`src/pkg/rscl_pkg.sv`:
```
// Constants, field layout and carrier types of the reset strap config latch.
// Assumes one 100 MHz clock and a 16-bit shared port sampled synchronously.
//
// What this block does
// - Fetch starts at address zero after reset
// - After end-of-init, refuse protected access and instructions
// - Sample shared port pins while reset runs
// - Pulled-down pin reads 0, open pin 1
// - High byte: clock, address, chip-select, strobe fields
// - Clock code maps to multiplier, default 111
// - Fractional multiplier codes need the fuller variant
// - Upper-address code picks address lines versus I/O
// - Chip-select count and write-strobe style decode
// - L7-L6 pick reset bus type, first select
// - Bootstrap, adapter, emulation selects are active low
// - Init code may rewrite; regions set by software
// - First chip select covers all unassigned space
package rscl_pkg;

  // ----------------------------------------
  // Widths and counts
  // ----------------------------------------
  localparam int CFG_W = 16;
  localparam int ADDR_W = 24;
  localparam int PAGE_W = 12;
  localparam int CS_PINS = 5;
  localparam int CAP_CNT_W = 4;
  localparam logic [CAP_CNT_W-1:0] CAPTURE_LAST = 4'h7;

  // ----------------------------------------
  // Values at reset
  // ----------------------------------------
  localparam logic [CFG_W-1:0] CFG_RESET_WORD = 16'hFFFF;
  localparam logic [ADDR_W-1:0] RESET_FETCH_ADDR = 24'h000000;
  localparam logic [2:0] CLK_SEL_DEFAULT = 3'h7;

  // ----------------------------------------
  // Field positions in the captured word
  // ----------------------------------------
  localparam int CLK_SEL_LSB = 13;
  localparam int SAL_SEL_LSB = 11;
  localparam int CS_SEL_LSB = 9;
  localparam int WRC_BIT = 8;
  localparam int BUS_SEL_LSB = 6;
  localparam int BSL_BIT = 4;
  localparam int ADP_BIT = 1;
  localparam int EMU_BIT = 0;

  // ----------------------------------------
  // Decode tables, highest code in the top slot
  // ----------------------------------------
  // Multiplier times two: x4 x3 x2 x5 x1 x1.5 x0.5 x2.5
  localparam logic [31:0] CLK_MULT_X2_LUT = 32'h864A2315;
  // Codes 010, 001, 000 exist only on the fuller variant
  localparam logic [7:0] CLK_FULL_ONLY_MASK = 8'h07;
  // Upper address lines for codes 11 10 01 00
  localparam logic [15:0] SAL_LINES_LUT = 16'h2804;
  localparam logic [3:0] UPPER_PORT_PINS = 4'h8;
  // Chip selects for codes 11 10 01 00
  localparam logic [11:0] CS_COUNT_LUT = 12'hA13;

  typedef enum logic [1:0] {ST_CAPTURE, ST_INIT, ST_RUN} rscl_phase_t;

  typedef struct packed {
    logic [3:0] clk_mult_x2;
    logic clk_code_illegal;
    logic [3:0] addr_lines;
    logic [3:0] upper_io_pins;
    logic [2:0] cs_count;
    logic wr_bhe_mode;
    logic bus_16bit;
    logic bus_mux;
    logic bootstrap_active;
    logic adapter_active;
    logic emulation_active;
  } rscl_cfg_t;

  typedef struct packed {
    logic en;
    logic [PAGE_W-1:0] base;
    logic [PAGE_W-1:0] limit;
    logic [3:0] wait_states;
  } rscl_region_t;

endpackage

```
`src/rscl_region_decode.sv`:
```
// Chip-select window decoder for the reset strap config latch.
// Assumes region windows are programmed by software in 4 KiB pages.
`timescale 1ns/100ps
`default_nettype none

module rscl_region_decode
  import rscl_pkg::*;
#(
  parameter int NUM_REGIONS = 4
) (
  input wire logic i_clk,
  input wire logic i_rst_n,
  input wire logic [ADDR_W-1:0] i_addr,
  input wire rscl_region_t i_regions [NUM_REGIONS],
  input wire logic [2:0] i_cs_count,
  input wire logic [3:0] i_first_wait,
  output logic [CS_PINS-1:0] o_cs_n,
  output logic [3:0] o_wait
);

  logic [CS_PINS-1:0] cs_n_d;
  logic [3:0] wait_d;
  logic hit;
  logic any_en;

  function automatic logic in_window(input logic [ADDR_W-1:0] a, input rscl_region_t r);
    logic [PAGE_W-1:0] page;
    page = a[ADDR_W-1 -: PAGE_W];
    return r.en && (page >= r.base) && (page <= r.limit);
  endfunction

  // ----------------------------------------
  // Window match, lowest region wins
  // ----------------------------------------
  always_comb begin
    cs_n_d = '1;
    wait_d = i_first_wait;
    hit = 1'b0;
    any_en = 1'b0;
    for (int k = NUM_REGIONS - 1; k >= 0; k--) begin
      any_en = any_en | i_regions[k].en;
      // Selects beyond the strapped count are plain I/O pins
      if (in_window(i_addr, i_regions[k]) && (k + 1 < int'(i_cs_count))) begin
        hit = 1'b1;
        cs_n_d = '1;
        cs_n_d[k + 1] = 1'b0;
        wait_d = i_regions[k].wait_states;
      end
    end
    if (!hit && (i_cs_count != 3'h0)) begin
      cs_n_d[0] = 1'b0;
    end
  end

  always_ff @(posedge i_clk or negedge i_rst_n) begin
    if (!i_rst_n) begin
      o_cs_n <= '1;
      o_wait <= 4'h0;
    end else begin
      o_cs_n <= cs_n_d;
      o_wait <= wait_d;
    end
  end
endmodule

`default_nettype wire

```
`src/rscl_top.sv`:
```
// Reset strap config latch: captures the shared port during reset,
// decodes it, runs the init phase and drives the chip-select decoder.
// Assumes all inputs are synchronous to I_MCLK and straps settle early.
`timescale 1ns/100ps
`default_nettype none

module rscl_top
  import rscl_pkg::*;
#(
  parameter bit FULL_VARIANT = 1'b1,
  parameter int NUM_REGIONS = 4
) (
  input wire logic I_MCLK,
  input wire logic I_RESETN,
  input wire logic [CFG_W-1:0] I_PORT_PIN,
  input wire logic I_SW_RESET,
  input wire logic I_END_OF_INIT_INSTRUCTION,
  input wire logic I_PROT_WR,
  input wire logic I_PRIV_INSTR,
  input wire logic I_CFG_WR,
  input wire logic [CFG_W-1:0] I_CFG_WDATA,
  input wire logic I_REGION_WR,
  input wire logic [$clog2(NUM_REGIONS)-1:0] I_REGION_IDX,
  input wire rscl_region_t I_REGION_CFG,
  input wire logic [3:0] I_FIRST_REGION_WAIT,
  input wire logic [ADDR_W-1:0] I_BUS_ADDR,
  output logic O_CORE_RESET,
  output logic O_INIT_MODE,
  output logic O_FETCH_VALID,
  output logic [ADDR_W-1:0] O_FETCH_ADDR,
  output logic O_PROT_REFUSED,
  output logic O_PRIV_BLOCKED,
  output logic [CFG_W-1:0] O_CFG_WORD,
  output rscl_cfg_t O_CFG,
  output logic [CS_PINS-1:0] O_CS_N,
  output logic [3:0] O_WAIT_STATES
);

  // ----------------------------------------
  // Strap decode
  // ----------------------------------------
  function automatic rscl_cfg_t decode_cfg(input logic [CFG_W-1:0] w, input logic full);
    rscl_cfg_t c;
    logic [2:0] clk_code;
    logic [1:0] sal;
    logic [1:0] cs;
    logic [1:0] bus;
    logic [3:0] cs_idx;
    clk_code = w[CLK_SEL_LSB +: 3];
    sal = w[SAL_SEL_LSB +: 2];
    cs = w[CS_SEL_LSB +: 2];
    bus = w[BUS_SEL_LSB +: 2];
    cs_idx = {1'b0, cs, 1'b0} + {2'b00, cs};
    // Fractional codes on the smaller variant fall back to the default
    c.clk_code_illegal = !full && CLK_FULL_ONLY_MASK[clk_code];
    if (c.clk_code_illegal) begin
      clk_code = CLK_SEL_DEFAULT;
    end
    c.clk_mult_x2 = CLK_MULT_X2_LUT[{clk_code, 2'b00} +: 4];
    c.addr_lines = SAL_LINES_LUT[{sal, 2'b00} +: 4];
    c.upper_io_pins = UPPER_PORT_PINS - c.addr_lines;
    c.cs_count = CS_COUNT_LUT[cs_idx +: 3];
    c.wr_bhe_mode = w[WRC_BIT];
    c.bus_16bit = bus[1];
    c.bus_mux = bus[0];
    c.bootstrap_active = !w[BSL_BIT];
    c.adapter_active = !w[ADP_BIT];
    c.emulation_active = !w[EMU_BIT];
    return c;
  endfunction

  localparam rscl_cfg_t CFG_AT_RESET = decode_cfg(CFG_RESET_WORD, FULL_VARIANT);

  // ----------------------------------------
  // Reset phase sequencer
  // ----------------------------------------
  rscl_phase_t phase_q, phase_d;
  logic [CAP_CNT_W-1:0] cap_cnt_q, cap_cnt_d;
  logic fetch_q, fetch_d;

  always_comb begin
    phase_d = phase_q;
    cap_cnt_d = cap_cnt_q;
    fetch_d = 1'b0;
    case (phase_q)
      ST_CAPTURE: begin
        if (cap_cnt_q == CAPTURE_LAST) begin
          phase_d = ST_INIT;
          fetch_d = 1'b1;
        end else begin
          cap_cnt_d = CAP_CNT_W'(cap_cnt_q + 1'b1);
        end
      end
      ST_INIT: begin
        if (I_END_OF_INIT_INSTRUCTION) begin
          phase_d = ST_RUN;
        end
      end
      ST_RUN: begin
        phase_d = ST_RUN;
      end
      default: begin
        phase_d = ST_CAPTURE;
      end
    endcase
    // Software reset reruns the whole capture, like a hardware one
    if (I_SW_RESET) begin
      phase_d = ST_CAPTURE;
      cap_cnt_d = '0;
      fetch_d = 1'b0;
    end
  end

  always_ff @(posedge I_MCLK or negedge I_RESETN) begin
    if (!I_RESETN) begin
      phase_q <= ST_CAPTURE;
      cap_cnt_q <= '0;
      fetch_q <= 1'b0;
    end else begin
      phase_q <= phase_d;
      cap_cnt_q <= cap_cnt_d;
      fetch_q <= fetch_d;
    end
  end

  assign O_CORE_RESET = (phase_q == ST_CAPTURE);
  assign O_INIT_MODE = (phase_q == ST_INIT);
  assign O_FETCH_VALID = fetch_q;
  assign O_FETCH_ADDR = RESET_FETCH_ADDR;

  // ----------------------------------------
  // Privilege checks
  // ----------------------------------------
  logic refused_q, refused_d;
  logic blocked_q, blocked_d;

  always_comb begin
    refused_d = (phase_q == ST_RUN) && I_PROT_WR;
    blocked_d = (phase_q == ST_RUN) && I_PRIV_INSTR;
  end

  always_ff @(posedge I_MCLK or negedge I_RESETN) begin
    if (!I_RESETN) begin
      refused_q <= 1'b0;
      blocked_q <= 1'b0;
    end else begin
      refused_q <= refused_d;
      blocked_q <= blocked_d;
    end
  end

  assign O_PROT_REFUSED = refused_q;
  assign O_PRIV_BLOCKED = blocked_q;

  // ----------------------------------------
  // Captured configuration word
  // ----------------------------------------
  logic [CFG_W-1:0] cfg_word_q, cfg_word_d;
  rscl_cfg_t cfg_q, cfg_d;

  always_comb begin
    cfg_word_d = cfg_word_q;
    if (phase_q == ST_CAPTURE) begin
      // Open pins arrive high, pulled-down pins low; taken as seen
      cfg_word_d = I_PORT_PIN;
    end else if ((phase_q == ST_INIT) && I_CFG_WR) begin
      cfg_word_d = I_CFG_WDATA;
    end
    cfg_d = decode_cfg(cfg_word_q, FULL_VARIANT);
  end

  always_ff @(posedge I_MCLK or negedge I_RESETN) begin
    if (!I_RESETN) begin
      cfg_word_q <= CFG_RESET_WORD;
      cfg_q <= CFG_AT_RESET;
    end else begin
      cfg_word_q <= cfg_word_d;
      cfg_q <= cfg_d;
    end
  end

  assign O_CFG_WORD = cfg_word_q;
  assign O_CFG = cfg_q;

  // ----------------------------------------
  // Region windows, programmed by software only
  // ----------------------------------------
  rscl_region_t regions_q [NUM_REGIONS];
  rscl_region_t regions_d [NUM_REGIONS];

  always_comb begin
    for (int k = 0; k < NUM_REGIONS; k++) begin
      regions_d[k] = regions_q[k];
      // Nothing from the straps places a window
      if (phase_q == ST_CAPTURE) begin
        regions_d[k] = '0;
      end else if (I_REGION_WR && (int'(I_REGION_IDX) == k)) begin
        regions_d[k] = I_REGION_CFG;
      end
    end
  end

  always_ff @(posedge I_MCLK or negedge I_RESETN) begin
    if (!I_RESETN) begin
      for (int k = 0; k < NUM_REGIONS; k++) begin
        regions_q[k] <= '0;
      end
    end else begin
      for (int k = 0; k < NUM_REGIONS; k++) begin
        regions_q[k] <= regions_d[k];
      end
    end
  end

  rscl_region_decode #(
    .NUM_REGIONS(NUM_REGIONS)
  ) u_decode (
    .i_clk(I_MCLK),
    .i_rst_n(I_RESETN),
    .i_addr(I_BUS_ADDR),
    .i_regions(regions_q),
    .i_cs_count(cfg_q.cs_count),
    .i_first_wait(I_FIRST_REGION_WAIT),
    .o_cs_n(O_CS_N),
    .o_wait(O_WAIT_STATES)
  );
endmodule

`default_nettype wire

```
`config.mk`:
```
export PLATFORM = sky130hd
export DESIGN_NAME = rscl_top
export DESIGN_NICKNAME = d
export VERILOG_FILES = /design/src/pkg/rscl_pkg.sv /design/src/rscl_region_decode.sv /design/src/rscl_top.sv
export SDC_FILE = /design/constraint.sdc
export NUM_CORES = 1
export LEC_CHECK = 0
export BUFFER_PORTS_ARGS = -buffer_cell sky130_fd_sc_hd__buf_2
export CORE_UTILIZATION = 45
export CTS_CLUSTER_DIAMETER = 200
export DETAILED_ROUTE_END_ITERATION = 8
export HOLD_SLACK_MARGIN = 0.05
export PLACE_DENSITY = 0.67
export RECOVER_POWER = 100
export SYNTH_ARGS = -nofsm -noshare
export SYNTH_HDL_FRONTEND = slang
export SYNTH_SLANG_ARGS = --single-unit
```
`constraint.sdc`:
```
create_clock -name I_MCLK -period 6.5 [get_ports I_MCLK]
set_clock_uncertainty 0.2 [all_clocks]
set_input_delay 1.95 -clock I_MCLK [delete_from_list [all_inputs] [get_ports I_MCLK]]
set_output_delay 1.95 -clock I_MCLK [all_outputs]
set_load 0.01 [all_outputs]
```
==> metrics <==
outcome=finished, violations left; failing checks=max-capacitance violations, max-slew violations; HPWL after DPL=16.42 mm; Pre-antenna DRT Iters=5; Pwr Density=259.9 nW/um^2; count leader, synth=nand2_1; antenna violations before repair=2; fin crit period=4.855 ns; Synth top cells by count=nand2_1 (265), a21oi_1 (150), dfrtp_1 (139); Die H=147.4 um; register area=4240 um^2; FP Rows=52; Max clock buf depth=2; root buffer cell=clkbuf_16; TritonCTS clock tree=done; FF-to-FF setup slack=3.23 ns; leak pwr=4.663 nW; Reg clk slew, reported paths=0.08 ns; # fillers=1943; Routed Antenna Nets=0; number of max-cap violations=5; Final nets=1393; Area growth syn-to-layout=13.93%; Final Hold Fails=0; CP required=6.64 ns; number of port buffers=135; Hold Buf Count CTS=0; post-synthesis register bit count=168; Initial Utilization=0.4642; Critical Path Start Type=primary input; GP Congestion=0.7898; worst reg2reg path depth=9; DRC viols=0; WP buf/inv=1; most area-hungry cell type in the Yosys netlist=dfrtp_1; multi-input logic area=4593 um^2; gr usage total=0.2285; hold_ws=0.1858 ns; Critical Path, Cell by Cell=clkbuf_1 > ha_1 > and3_1 > nand4_1 > a21oi_1 > a2111oi_4 > o21ai_0 > o211ai_1 > o211ai_1; Slew @ Worst Pin=2.445 ns; Max stage delay cell, worst path=o21ai_0; Min-Delay Path Depth=0; Unique masters post-synth=55; postcts setup bufs=0; Peak VDD IR=0.1918 mV; post-synthesis sequential area ratio=0.4457; final setup vio count=0; Vias=7609; share of the synthesized area in the top cell type=0.3656; Core Box Area=20490 um^2; ANT cells=0; Syn Std Cell Area=9514 um^2; Endpoint, Worst Hold=O_CFG[5]; asr flop ratio synth=1.000; min-delay worst type=reg -> reg; drt wl/cell=16.26 um; largest net degree at the start of global routing=96; die width=147.4 um; vias in the first global route=7482; Top Ports=175; placed inst area=10310 um^2; cells after synthesis=1070; Worst R2R End=u_decode.o_wait[2]; yosys warns=0; slew margin rel.=-0.6299; final instance area=10840 um^2; most used flip-flop cell after synthesis=dfrtp_1; Clock Sinks=168; CP Max Fanout=11; number of synthesized flops with an enable pin=0; H-tree depth=4; total CTS buffers=17; share of cells above drive strength 1=0.1246; cell mode on critical path=o211ai_1; Max stage delay on crit path=0.94 ns; RSZ-0062 raised after global routing=false; Non-Filler Instances=1466; Die ar.=21730 um^2; Avg Cell Area, Syn=8.892 um^2; largest cells by area after synthesis=dfrtp_1 (37%), ha_1 (15%), nand2_1 (10%); Crit path depth=9; GRT overflow=0; CP arrival=5.00 ns; first-pass GRT wire length=38.50 mm; Iter 0 DRT Violations=515; CP delay by family, top=compound AO/OA/AOI/OAI gates; Hold Startpoint=O_CFG_WORD[8]; final wirelength=23.83 mm; Clock Latency Late Sink=0.43 ns; Slew Limit Fails=219; FMAX=206.0 MHz; cells resized by post-CTS repair=0; fin crit share=0.7469; setup TNS=0 ns; Post-Route Utilization=0.5289; crit path capture type=flip-flop; Placed Cells=1434; Via density=5.190; Reg-to-Reg Start=regions_q[100]; WS Path Type=in -> reg
sequential cells by signal, summed over array words and instances, names as in the netlist:
| name | flops |
|---|---|
| O_CFG_WORD | 16 |
| phase_q | 2 |
| u_decode.o_cs_n | 5 |
| O_FETCH_VALID | 1 |
| u_decode.o_wait | 4 |
| O_PRIV_BLOCKED | 1 |
| regions_q | 116 |
| O_PROT_REFUSED | 1 |
| cap_cnt_q | 4 |
| O_CFG | 18 |
final cells by class:
type,count,share of cell area
inverter,104,0.03602
sequential,168,0.3912
multi-input combinational,749,0.4238
tap,270,0.03117
timing repair buffer,143,0.06199
clock buffer,19,0.04190
clock inverter,13,0.01397
where the power goes:
group	leakage, nW	switching (mW)	internal (mW)
clock	0.299	0.482	0.541
combinational	2.16	0.365	0.189
sequential	2.21	0.0691	1.17
per-layer routing:
metal / routed length, um / vias to the layer above / track usage
met5: 23 / - / 0
met4: 393 / 4 / 0.06701
met3: 1218 / 28 / 0.04846
met2: 11610 / 166 / 0.3842
met1: 10590 / 3665 / 0.2963
li1: - / 3746 / -
how the worst max path moves through the flow:
stage	from	to
finish	I_BUS_ADDR[22]	u_decode.o_wait[2]
global route	I_BUS_ADDR[22]	u_decode.o_wait[0]
detailed placement	I_BUS_ADDR[12]	u_decode.o_wait[2]
global placement	I_BUS_ADDR[12]	u_decode.o_wait[2]
CTS	phase_q[0]	O_CORE_RESET
floorplan	I_BUS_ADDR[17]	u_decode.o_wait[0]
cell families (layout without fill, tap and decap cells):
logic type	after synthesis	in the layout	share of synthesized area
xor gates and xnor gates	3	3	0.002762
buffers and inverters	179	279	0.08403
DFF	168	168	0.4457
muxes	20	20	0.02117
other	1	27	0.0003942
adders and majority gates	111	111	0.1460
AOI/OAI and AO/OA	235	235	0.1452
and+or+nand+nor	353	353	0.1548
per-stage QoR:
stage	power, mW	setup WS (ns)
2_1_floorplan	1.622	2.673
3_3_place_gp	1.834	1.984
3_5_place_dp	1.849	1.962
4_1_cts	2.870	2.411
5_1_grt	2.957	1.312
6_report	2.817	1.645
placed cells by master, fill, tap and decap left out, types with 2 or more instances in the layout:
cell / synthesis / layout
inv_8: 0 / 5
a21o_1: 8 / 8
inv_4: 0 / 2
clkbuf_1: 31 / 48
clkinv_8: 0 / 4
a211oi_1: 9 / 9
o21ai_0: 20 / 21
ha_1: 111 / 110
conb_1: 1 / 27
dfstp_2: 29 / 12
and4_1: 2 / 2
buf_2: 3 / 89
nor2b_1: 9 / 9
o21ai_1: 4 / 4
a21boi_0: 4 / 5
inv_6: 0 / 2
nand2_1: 265 / 265
nor3_1: 3 / 3
and3_1: 4 / 4
mux2i_1: 19 / 19
and2_0: 0 / 2
or3_1: 3 / 3
and2_1: 4 / 2
o211ai_1: 17 / 17
buf_4: 31 / 6
dfrtp_1: 139 / 139
dfstp_1: 0 / 17
nand3_1: 19 / 19
a21oi_1: 150 / 150
o31ai_1: 5 / 5
inv_1: 104 / 104
xor2_1: 2 / 2
nand4_1: 15 / 15
clkbuf_16: 0 / 18
nor2_1: 23 / 22
No activity file was read; power rests on OpenSTA's default activity.
